<file path="src/design/tpc_pkg.sv">
// package: constants and types for the tracking position counter output block
package tpc_pkg;

  // ---------------------------------------------------------------------------
  // widths and resolution codes
  // ---------------------------------------------------------------------------
  localparam int unsigned TPC_POS_W = 16;
  localparam int unsigned TPC_BYTE_W = 8;
  localparam logic [1:0] TPC_RES_10 = 2'h0;
  localparam logic [1:0] TPC_RES_12 = 2'h1;
  localparam logic [1:0] TPC_RES_14 = 2'h2;
  localparam logic [1:0] TPC_RES_16 = 2'h3;

  // ---------------------------------------------------------------------------
  // reset values and timing counts (clk_sys 100 MHz, 10 ns)
  // ---------------------------------------------------------------------------
  localparam logic [15:0] TPC_POS_RST = 16'h0000;
  localparam int unsigned TPC_CLK_NS = 10;
  localparam int unsigned TPC_BUSY_NS = 200;
  localparam int unsigned TPC_BUSY_CYC = (TPC_BUSY_NS + TPC_CLK_NS - 1) / TPC_CLK_NS;
  localparam int unsigned TPC_WRAP_NS = 300;
  localparam int unsigned TPC_WRAP_CYC = (TPC_WRAP_NS + TPC_CLK_NS - 1) / TPC_CLK_NS;
  localparam logic [4:0] TPC_BUSY_LEN = 5'(TPC_BUSY_CYC);
  localparam logic [5:0] TPC_WRAP_LEN = 6'(TPC_WRAP_CYC);

  // ---------------------------------------------------------------------------
  // types
  // ---------------------------------------------------------------------------
  typedef enum logic [1:0] {
    TPC_IDLE = 2'b00,
    TPC_STEP = 2'b01,
    TPC_BUSY = 2'b10
  } tpc_state_e;

  // step request from the tracking loop
  typedef struct packed {
    logic up;
    logic down;
  } tpc_step_s;

  // bus-side output pins
  typedef struct packed {
    logic [15:0] data;
    logic [15:0] oe_n;
  } tpc_bus_s;

endpackage : tpc_pkg

</file>
<file path="src/design/tpc_counter.sv">
// module: up-down position counter with busy, direction, wrap and bus output
// -----------------------------------------------------------------------------
// Overview of operation
// - two select inputs pick 10, 12, 14 or 16 bit word width
// - no convert command; count steps one LSB per tracking step
// - one busy pulse per single LSB count change
// - count appears as unsigned natural binary on the position lines
// - wrap pulse on rollover all ones to zeros or reverse
// - direction flag latched, changes only on reversal with one LSB step
// - direction settles before the matching wrap pulse
// - wrap and direction unaffected by latch hold
// - counts two to the resolution per revolution
// - hold low freezes latches; release gives refresh busy pulse
// - lines driven only while output enable low, else high impedance
// - byte choice high puts the whole word on the lines; low puts LSB byte on both halves
// - unused lines low below 16 bits while byte choice high
module tpc_counter
  import tpc_pkg::*;
(
  // clock and reset
  input wire logic clk_sys,
  input wire logic rst,
  // tracking loop steps
  input wire tpc_step_s step,
  // resolution select
  input wire logic resolution_select_low,
  input wire logic resolution_select_high,
  // host bus controls
  input wire logic latch_hold_n,
  input wire logic output_enable_n,
  input wire logic byte_choice,
  // status outputs
  output logic busy,
  output logic direction,
  output logic wrap,
  output logic step_ready,
  // position lines, enable low means driven
  output logic [15:0] position_lines,
  output logic [15:0] position_lines_oe_n
);

  // ---------------------------------------------------------------------------
  // state
  // ---------------------------------------------------------------------------
  tpc_state_e state_q;
  logic [15:0] count_q;
  logic [15:0] latch_q;
  logic [4:0] busy_cnt_q;
  logic [5:0] wrap_cnt_q;
  logic hold_q;
  logic refresh_q;
  logic dir_up;
  logic take_step;
  logic [15:0] mask;
  logic [15:0] count_d;
  logic at_top;
  logic at_zero;
  logic [15:0] word;
  logic [15:0] shown;
  logic carry_q;
  logic arm_q;

  // width mask from the select code
  function automatic logic [15:0] res_mask(input logic [1:0] sel);
    case (sel)
      TPC_RES_10: res_mask = 16'h03ff;
      TPC_RES_12: res_mask = 16'h0fff;
      TPC_RES_14: res_mask = 16'h3fff;
      default: res_mask = 16'hffff;
    endcase
  endfunction

  // ---------------------------------------------------------------------------
  // step decode
  // ---------------------------------------------------------------------------
  assign mask = res_mask({resolution_select_high, resolution_select_low});
  assign take_step = (state_q == TPC_IDLE) && (step.up ^ step.down);
  assign dir_up = step.up;
  assign at_top = ((count_q & mask) == mask);
  assign at_zero = ((count_q & mask) == 16'h0000);
  // step by one and fold back into the selected width
  always_comb begin
    if (dir_up) begin
      count_d = (count_q + 16'h0001) & mask;
    end else begin
      count_d = (count_q - 16'h0001) & mask;
    end
  end

  // sequencer: step is taken, two cycles later busy rises
  always_ff @(posedge clk_sys) begin
    if (rst) begin
      state_q <= TPC_IDLE;
    end else begin
      case (state_q)
        TPC_IDLE: begin
          if (take_step || refresh_q) begin
            state_q <= TPC_STEP;
          end
        end
        TPC_STEP: state_q <= TPC_BUSY;
        TPC_BUSY: begin
          if (busy_cnt_q == 5'h01) begin
            state_q <= TPC_IDLE;
          end
        end
        default: state_q <= TPC_IDLE;
      endcase
    end
  end

  // direction latched at the step, ahead of data, busy and wrap
  always_ff @(posedge clk_sys) begin
    if (rst) begin
      direction <= 1'b1;
    end else if (take_step) begin
      direction <= dir_up;
    end
  end

  // up-down counter
  always_ff @(posedge clk_sys) begin
    if (rst) begin
      count_q <= TPC_POS_RST;
    end else if (take_step) begin
      count_q <= count_d;
    end
  end

  // ---------------------------------------------------------------------------
  // pulse pipeline
  // ---------------------------------------------------------------------------
  // the carry waits one edge so direction leads wrap,
  // and the busy start waits one more so wrap leads busy
  always_ff @(posedge clk_sys) begin
    if (rst) begin
      carry_q <= 1'b0;
      arm_q <= 1'b0;
    end else begin
      carry_q <= take_step && ((dir_up && at_top) || (!dir_up && at_zero));
      arm_q <= (state_q == TPC_STEP);
    end
  end

  // busy pulse: one per count change and one per hold release
  // starts two edges after the step, behind direction and wrap
  always_ff @(posedge clk_sys) begin
    if (rst) begin
      busy <= 1'b0;
      busy_cnt_q <= 5'h00;
    end else if (arm_q) begin
      busy <= 1'b1;
      busy_cnt_q <= TPC_BUSY_LEN;
    end else if (busy_cnt_q != 5'h00) begin
      busy_cnt_q <= busy_cnt_q - 5'h01;
      busy <= (busy_cnt_q != 5'h01);
    end else begin
      busy <= 1'b0;
    end
  end

  // wrap pulse on major carry, one cycle after direction settles
  always_ff @(posedge clk_sys) begin
    if (rst) begin
      wrap <= 1'b0;
      wrap_cnt_q <= 6'h00;
    end else if (carry_q) begin
      wrap <= 1'b1;
      wrap_cnt_q <= TPC_WRAP_LEN;
    end else if (wrap_cnt_q != 6'h00) begin
      wrap_cnt_q <= wrap_cnt_q - 6'h01;
      wrap <= (wrap_cnt_q != 6'h01);
    end else begin
      wrap <= 1'b0;
    end
  end

  // hold tracking and refresh request on release
  // a release in the cycle that clears the request wins, so no refresh is lost
  always_ff @(posedge clk_sys) begin
    if (rst) begin
      hold_q <= 1'b0;
      refresh_q <= 1'b0;
    end else begin
      hold_q <= !latch_hold_n;
      if (hold_q && latch_hold_n) begin
        refresh_q <= 1'b1;
      end else if (state_q == TPC_IDLE && !take_step) begin
        refresh_q <= 1'b0;
      end
    end
  end

  // output latches follow the counter unless held
  always_ff @(posedge clk_sys) begin
    if (rst) begin
      latch_q <= TPC_POS_RST;
    end else if (latch_hold_n) begin
      latch_q <= count_q & mask;
    end
  end

  // ---------------------------------------------------------------------------
  // bus output
  // ---------------------------------------------------------------------------
  // bit 15 is line 1 (MSB); low byte of lines is the upper eight lines
  // mask again at the pins so a narrower select never shows stale upper bits
  assign shown = latch_q & mask;
  assign word = byte_choice ? {shown[15:8], shown[7:0]}
                            : {shown[7:0], shown[7:0]};
  always_ff @(posedge clk_sys) begin
    if (rst) begin
      position_lines <= 16'h0000;
      position_lines_oe_n <= 16'hffff;
      step_ready <= 1'b0;
    end else begin
      position_lines <= word;
      position_lines_oe_n <= {16{output_enable_n}};
      step_ready <= (state_q == TPC_IDLE) && !take_step && !refresh_q;
    end
  end

endmodule // tpc_counter

</file>
<file path="config.mk">
export PLATFORM = sky130hd
export DESIGN_NAME = tpc_counter
export DESIGN_NICKNAME = d
export VERILOG_FILES = /design/src/design/tpc_pkg.sv /design/src/design/tpc_counter.sv
export SDC_FILE = /design/constraint.sdc
export NUM_CORES = 1
export LEC_CHECK = 0
export ABC_AREA = 1
export BUFFER_PORTS_ARGS = -buffer_cell sky130_fd_sc_hd__buf_2
export CORE_UTILIZATION = 42
export DETAILED_ROUTE_END_ITERATION = 7
export SLEW_MARGIN = 20
export SYNTH_ARGS = -nofsm -noshare
export SYNTH_HDL_FRONTEND = slang
export SYNTH_SLANG_ARGS = --single-unit
export TNS_END_PERCENT = 50
</file>
<file path="constraint.sdc">
create_clock -name clk_sys -period 1.45 [get_ports clk_sys]
set_input_delay 0.0725 -clock clk_sys [delete_from_list [all_inputs] [get_ports clk_sys]]
set_output_delay 0.0725 -clock clk_sys [all_outputs]
set_load 0.03 [all_outputs]
</file>
==> run metrics, run 1 <==
placed cell areas 4190 um2; layout net count 615; mapped cell area 3610 um2; Util after Layout 0.583; # DRC 0; CP cell instances inv_2 > fa_2 > inv_2 > nand4_1 > nand2_2 > nand2_2 > nand2_1 > nand2_1 > nand3_2 > a21oi_2; YS warnings 0; Chip Height 94.8 um; CTS tree yes; Core Region 8260 um2; LEAKAGE 2.27 nW; hpwl dp 6460 um; Hold Fails Final Rpt 0; Overall Power 6.90 mW; Mapped Nets 530; worst setup margin -31.9 ps; area growth from synthesis to layout 33.3%; antenna violations before repair 0; top-level I/O count 45; max-cap viol count 0; worst skew pair latency 350 ps; Tot GR Track Use 0.209; DR WL/cell 12.7 um; number of synthesized flops with an enable pin 0; worst endpoint required time 1690 ps; power density cells 1430 nW/um2; sequential area share after synthesis 0.388; DIE AREA 8980 um2; Hold WC Path Type input pin to flop; CP Capture Type flop; CP Max Fanout 3; crit path DAT 1720 ps; CP peak stage delay 370 ps; PortBufs 44; # diodes 0; critical path class flop to flop; TritonCTS Buffers 9; grt ovf 0; top_reg_cell synth dfxtp_1; status complete, but fails checks; Final Skew 8.86 ps; die width 94.8 um; largest net degree at the start of global routing 28; drt via density 4.89; WL final 8830 um; RSZ-0062 raised after global routing true; failing checks setup timing; Clock transition at path regs 80 ps; fin crit share 1.02; Setup TNS -121 ps; number of global-route vias before repair 3203; post-synthesis async set-or-reset flop share 0; Tmin final 1480 ps; Final Max Tran Viols 0; CP Launch Type flop; Slew @ Worst Pin 435 ps; layout cells sized above 1 0.338; Final Setup Violations 8; H-tree depth 3; row count 33; Synth Instances 502; post-synth cell types 39; Initial Utilization 0.438; CTS max path bufs 2; Vias 3403; DRT antenna net count 0; # clock sinks 70; worst vdd ir 0.519 mV; Synth Register Bits 70; Non-Filler Instances 696; Max-slew headroom 0.709; Final GP Congestion 0.811; FMAX 0.675 GHz; first-pass GRT wire length 14300 um; Avg Cell Area, Syn 7.20 um2; Clock Tree Root clkbuf_8; dpl cells 675; Slowest-stage cell, CP fa_2; Non-Filler Cell Area, Final 4820 um2; initial DRC count 160; TritonRoute pass-1 iters 4
## cells in the final DEF, fill, tap and decap left out, types with 3 or more instances in the layout
cell | synthesis | routed
nand2_1 | 110 | 92
inv_1 | 85 | 80
dfxtp_1 | 70 | 61
buf_4 | 16 | 52
buf_2 | 3 | 44
nor2_1 | 38 | 32
a21oi_1 | 37 | 30
o21ai_0 | 22 | 20
nand2_2 | 2 | 18
nand3_1 | 29 | 18
ha_4 | 0 | 13
nand3_2 | 0 | 10
clkbuf_8 | 0 | 9
dfxtp_2 | 0 | 9
nand4_1 | 7 | 7
a21oi_2 | 1 | 7
o22ai_1 | 7 | 7
nor2_2 | 1 | 6
inv_2 | 1 | 5
o21ai_1 | 3 | 5
xor2_1 | 5 | 4
xnor2_1 | 4 | 4
nor3_1 | 6 | 4
nor4_1 | 5 | 4
ha_1 | 18 | 4
nor2_4 | 2 | 3
clkinvlp_4 | 0 | 3
## worst paths after layout
path	cells past startpoint	slack (ps)	startpoint	end
worst min register to register	2	450	latch_q[1]	position_lines[1]
worst min-delay path	2	50	rst	position_lines[0]
worst max register to register	10	-30	count_q[0]	count_q[10]
worst max-delay path	10	-30	count_q[0]	count_q[10]
## registers in the layout (all words and copies together) (netlist names), 2 cells and up
register,cells
busy_cnt_q,5
state_q,2
count_q,16
wrap_cnt_q,6
latch_q,16
position_lines,16
## what timing repair did
item | 4_1_cts | 5_1_grt
gates resized for setup | 39 | 42
endpoints found under the setup margin | 11 | 18
gates cloned | 0 | 0
hold endpoints to repair | 3 | 0
setup buffers | 1 | 3
pin swaps | 15 | 18
hold buffers | 2 | 0
## cells by family after synthesis
logic type / synth area share
buf+inv: 0.139
fa+ha+maj: 0.0679
simple gates: 0.251
flops: 0.388
xor+xnor: 0.0218
compound gates: 0.132
## power by group
group,switching [mW],internal [mW]
Clock,0.754,0.954
Combinational,1.58,1.19
Sequential,0.203,2.23
Total,2.53,4.37
## cells in the mapped netlist (2+ instances only)
| cell | number | area [um2] |
|---|---|---|
| a21oi_1 | 37 | 185 |
| a31oi_1 | 2 | 12.5 |
| a32o_1 | 2 | 20.0 |
| and2_1 | 2 | 12.5 |
| buf_2 | 3 | 15.0 |
| buf_4 | 16 | 120 |
| clkbuf_1 | 5 | 18.8 |
| dfxtp_1 | 70 | 1400 |
| ha_1 | 18 | 225 |
| inv_1 | 85 | 319 |
| nand2_1 | 110 | 413 |
| nand2_2 | 2 | 12.5 |
| nand3_1 | 29 | 145 |
| nand3b_1 | 2 | 15.0 |
| nand4_1 | 7 | 43.8 |
| nor2_1 | 38 | 143 |
| nor2_4 | 2 | 22.5 |
| nor3_1 | 6 | 30.0 |
| nor4_1 | 5 | 31.3 |
| o211ai_1 | 2 | 15.0 |
| o21ai_0 | 22 | 110 |
| o21ai_1 | 3 | 15.0 |
| o22ai_1 | 7 | 43.8 |
| o31ai_1 | 2 | 15.0 |
| o32ai_1 | 2 | 17.5 |
| o41ai_1 | 2 | 17.5 |
| or2_2 | 2 | 12.5 |
| xnor2_1 | 4 | 35.0 |
| xor2_1 | 5 | 43.8 |
## through the flow
step | setup WS, ps | hold slack (ps)
after floorplan | 1.36 | 166
after global placement | -203 | 263
after detailed placement | -251 | 278
after CTS | -22.1 | 30.4
after global routing | -146 | 53.3
final | -31.9 | 45.2
## area by class of cell
cell class	instances	area (um2)
multi-input cells	320	2070
fillers	779	3440
flip-flops and latches	70	1410
inverters	86	325
repair buffers	100	662
clock inverters	6	87.6
clock buffers	9	124
well taps	105	131
## critical path, delay by kind of cell, from the launching register on
kind            cells  cell delay, ps
compound gates      1              50
flops               1             340
fa+ha+maj           1             370
simple gates        6             500
buf+inv             2             130
## per-layer routing
layer | track usage | vias to the layer above | routed length (um)
met5 | 0 | - | 0
met4 | 0.0631 | 0 | 117
met3 | 0.0483 | 12 | 441
met2 | 0.369 | 76 | 4350
met1 | 0.251 | 1544 | 3920
li1 | - | 1771 | -
(Power assumes the default switching activity.)
==> run 2, diff against run 1 <==
--- a/config.mk
+++ b/config.mk
@@ -7,8 +7,9 @@
 export LEC_CHECK = 0
 export ABC_AREA = 1
 export BUFFER_PORTS_ARGS = -buffer_cell sky130_fd_sc_hd__buf_2
-export CORE_UTILIZATION = 42
+export CORE_UTILIZATION = 52
 export DETAILED_ROUTE_END_ITERATION = 7
+export PLACE_DENSITY = 0.76
 export SLEW_MARGIN = 20
 export SYNTH_ARGS = -nofsm -noshare
 export SYNTH_HDL_FRONTEND = slang
==> run metrics, run 2 (synthesis results as in run 1) <==
status complete, but fails checks; failing checks setup timing; worst skew pair latency 360 ps; Initial Utilization 0.535; Slowest-stage cell, CP dfxtp_4; Overall Power 7.02 mW; Chip Height 85.4 um; Clock transition at path regs 90 ps; CP Capture Type flop; layout cells sized above 1 0.381; LEAKAGE 2.32 nW; # clock sinks 70; H-tree depth 3; die width 85.4 um; Final GP Congestion 0.858; CP peak stage delay 360 ps; CP cell instances ha_4 > nand2_4 > nor2_1 > and2_1 > nand2_2 > nand2_2 > nand2_2 > nand3_2 > a21oi_2; DR WL/cell 15.6 um; power density cells 1440 nW/um2; TritonRoute pass-1 iters 5; Final Max Tran Viols 0; CP Max Fanout 4; max-cap viol count 0; Regs by FF count count_q x16, latch_q x16, position_lines x16; Tmin final 1640 ps; CP Launch Type flop; number of global-route vias before repair 3342; Hold Fails Final Rpt 0; Final Setup Violations 12; largest net degree at the start of global routing 17; row count 30; top-level I/O count 45; Clock Tree Root clkbuf_8; Slew @ Worst Pin 424 ps; most used cell, CP nand2_2; Tot GR Track Use 0.265; # diodes 0; worst reg-to-reg setup slack -190 ps; Setup WS pre-CTS -204 ps; DIE AREA 7290 um2; most frequent cells in the layout 79 x inv_1, 79 x nand2_1, 58 x dfxtp_1; crit path DAT 1880 ps; initial DRC count 319; fin crit share 1.13; first-pass GRT wire length 15100 um; FMAX 0.610 GHz; DRT antenna net count 0; PortBufs 44; WL final 10500 um; worst endpoint required time 1690 ps; Hold WC Path Type input pin to flop; Vias 3728; worst vdd ir 0.769 mV; buffer and inverter count on the worst path 0; Top delay family on crit path simple AND/OR/NAND/NOR gates; TritonCTS Buffers 9; critical path class flop to flop; worst setup margin -189 ps; Final Skew 14.3 ps; CTS max path bufs 2; layout net count 613; drt via density 5.56; Core Region 6760 um2; antenna violations before repair 0; RSZ-0062 raised after global routing true; area growth from synthesis to layout 35.0%; grt ovf 0; CTS tree yes; # DRC 0; Max-slew headroom 0.715; hpwl dp 6570 um
[run 2: changes by cell type in the layout (fill, tap and decap cells not counted), sizes merged]
cell         previous run  this run
clkinv                  1         3
buf                    98        97
bufinv                  2         1
clkinvlp                3         2
dlygate4sd3             2         1
inv                    86        87
[run 2: routing by layer]
layer | vias to the layer above | track usage | share of wire
met1 | 1733 | 0.304 | 0.40
met5 | - | 0 | 0
met4 | 0 | 0.139 | 0.049
met2 | 176 | 0.452 | 0.48
li1 | 1768 | - | -
met3 | 51 | 0.0720 | 0.071
[run 2: layout make-up]
cell class | instances | area, um2
sequential | 70 | 1420
multi-input combinational | 320 | 2180
clock inverter | 7 | 72.6
timing repair buffer | 98 | 657
clock buffer | 9 | 124
tap | 80 | 100
fill | 463 | 1880
inverter | 86 | 325
[run 2: stage by stage]
step	area [um2]	instances	utilization	hold WS, ps	setup TNS [ps]
global placement	4160	648	0.616	256	-729
detailed placement	4160	648	0.616	261	-1470
finish	4880	670	0.722	17.9	-1220
CTS	4600	666	0.680	1.54	-239
floorplan	3630	502	-	166	0
global route	4880	670	0.722	27.2	-2020
[run 2: power breakdown]
| group | switching (mW) | internal (mW) | leakage, nW | total (mW) |
|---|---|---|---|---|
| Sequential | 0.221 | 2.23 | 0.578 | 2.45 |
| Clock | 0.786 | 0.796 | 0.0956 | 1.58 |
| Combinational | 1.77 | 1.21 | 1.65 | 2.98 |
[run 2: timing repair]
| item | CTS | global route |
|---|---|---|
| endpoints found under the hold margin | 1 | 0 |
| gates resized for setup | 47 | 68 |
| setup endpoints to repair | 11 | 17 |
| setup buffers | 1 | 4 |
| pin swaps | 14 | 30 |
| hold buffers | 1 | 0 |
[run 2: final timing paths]
path               start                end  depth (start not counted)
max           count_q[5]        count_q[13]                          9
min          byte_choice  position_lines[9]                          2
max reg2reg   count_q[5]        count_q[13]                          9
min reg2reg        arm_q      busy_cnt_q[3]                          1
==> run 3, diff against run 2 <==
--- a/config.mk
+++ b/config.mk
@@ -9,7 +9,7 @@
 export BUFFER_PORTS_ARGS = -buffer_cell sky130_fd_sc_hd__buf_2
 export CORE_UTILIZATION = 52
 export DETAILED_ROUTE_END_ITERATION = 7
-export PLACE_DENSITY = 0.76
+export PLACE_DENSITY = 0.77
 export SLEW_MARGIN = 20
 export SYNTH_ARGS = -nofsm -noshare
 export SYNTH_HDL_FRONTEND = slang
==> run metrics, run 3 (synthesis results as in run 1) <==
status complete, but fails checks; failing checks setup timing; TritonCTS Buffers 9; worst vdd ir 0.625 mV; top-level I/O count 45; Hold WC Path Type input pin to flop; Tot GR Track Use 0.266; grt ovf 0; WL final 9400 um; CP Max Fanout 4; H-tree depth 3; # diodes 0; area growth from synthesis to layout 29.6%; LEAKAGE 2.24 nW; most common cell after layout, fill and taps aside nand2_1; critical path class flop to flop; hpwl dp 6310 um; Final GP Congestion 0.923; DIE AREA 7290 um2; DRT antenna net count 0; most frequent cells in the layout 94 x nand2_1, 82 x inv_1, 62 x dfxtp_1; FMAX 0.606 GHz; Final Max Tran Viols 0; CP Launch Type flop; antenna violations before repair 0; number of global-route vias before repair 3403; die width 85.4 um; Hold Fails Final Rpt 0; Overall Power 6.79 mW; Initial Utilization 0.535; most used cell, CP nand2_1; worst endpoint required time 1720 ps; Slew @ Worst Pin 394 ps; Final Skew 12.6 ps; first-pass GRT wire length 15200 um; power density cells 1450 nW/um2; RSZ-0062 raised after global routing true; Vias 3577; CTS max path bufs 2; Slowest-stage cell, CP dfxtp_1; Clock transition at path regs 70 ps; CP cell instances ha_4 > nand2_1 > inv_1 > nand2_1 > nand2_1 > a21oi_2 > nand2_2 > nand2_2 > nand3_2 > a21oi_2; Top delay family on crit path simple AND/OR/NAND/NOR gates; Regs by FF count count_q x16, latch_q x16, position_lines x16; layout cells sized above 1 0.318; PortBufs 44; fin crit share 1.14; Setup TNS -935 ps; max-cap viol count 0; drt via density 5.38; Chip Height 85.4 um; CTS tree yes; TritonRoute pass-1 iters 5; # DRC 0; worst skew pair latency 350 ps; largest net degree at the start of global routing 19; Final Setup Violations 12; filler cell count 483; initial DRC count 255; # clock sinks 70; Tmin final 1650 ps; worst setup margin -201 ps; CP peak stage delay 410 ps; row count 30; CP Capture Type flop; Core Region 6760 um2; layout net count 609; DR WL/cell 14.1 um; crit path DAT 1920 ps; buffer and inverter count on the worst path 1; Max-slew headroom 0.737; Clock Tree Root clkbuf_8
run 3: cell count changes in the layout (fill, tap and decap cells not counted), sizes merged:
cell,change
inv,-1
clkbuf,+3
buf,-4
clkinv,-1
clkinvlp,-2
run 3: stage by stage:
| stage | cells | worst slack (ps) | hold slack (ps) | cell area [um2] | util |
|---|---|---|---|---|---|
| 5_1_grt | 665 | -255 | 28.2 | 4680 | 0.693 |
| 2_1_floorplan | 502 | 1.36 | 166 | 3630 | - |
| 6_report | 665 | -201 | 26.7 | 4680 | 0.693 |
| 4_1_cts | 663 | -70.2 | 1.60 | 4570 | 0.676 |
| 3_5_place_dp | 645 | -245 | 277 | 4130 | 0.611 |
| 3_3_place_gp | 645 | -164 | 264 | 4130 | 0.611 |
run 3: worst paths after layout:
| check | endpoint | cells after the start | slack (ps) | startpoint |
|---|---|---|---|---|
| min | position_lines[8] | 2 | 30 | byte_choice |
| min reg2reg | busy_cnt_q[3] | 1 | 450 | arm_q |
| max | count_q[13] | 10 | -200 | count_q[8] |
| max reg2reg | count_q[13] | 10 | -200 | count_q[8] |
run 3: area by class of cell:
type | count | area [um2] | area share
flip-flops and latches | 70 | 1410 | 0.301
clock inverters | 3 | 43.8 | 0.00935
repair buffers | 94 | 614 | 0.131
inverters | 86 | 325 | 0.0695
multi-input cells | 320 | 2030 | 0.434
well taps | 80 | 100 | 0.0214
clock buffers | 12 | 155 | 0.0331
run 3: power breakdown:
part | internal, mW | switching, mW | leakage, nW | total [mW]
combinational | 1.13 | 1.62 | 1.56 | 2.75
sequential | 2.23 | 0.207 | 0.575 | 2.44
clock | 0.880 | 0.724 | 0.102 | 1.60
total | 4.24 | 2.55 | 2.24 | 6.79
run 3: timing repair:
action	4_1_cts	5_1_grt
pin swaps	15	12
setup endpoints to repair	14	17
buffers inserted	2	2
resized for setup	42	28
hold endpoints to repair	1	0
hold buffers	1	0
run 3: per-layer routing:
layer,vias up,track usage,share of wire
met5,-,0,0
met4,0,0.133,0.033
met3,29,0.0584,0.049
met2,141,0.468,0.49
met1,1644,0.304,0.42
li1,1763,-,-
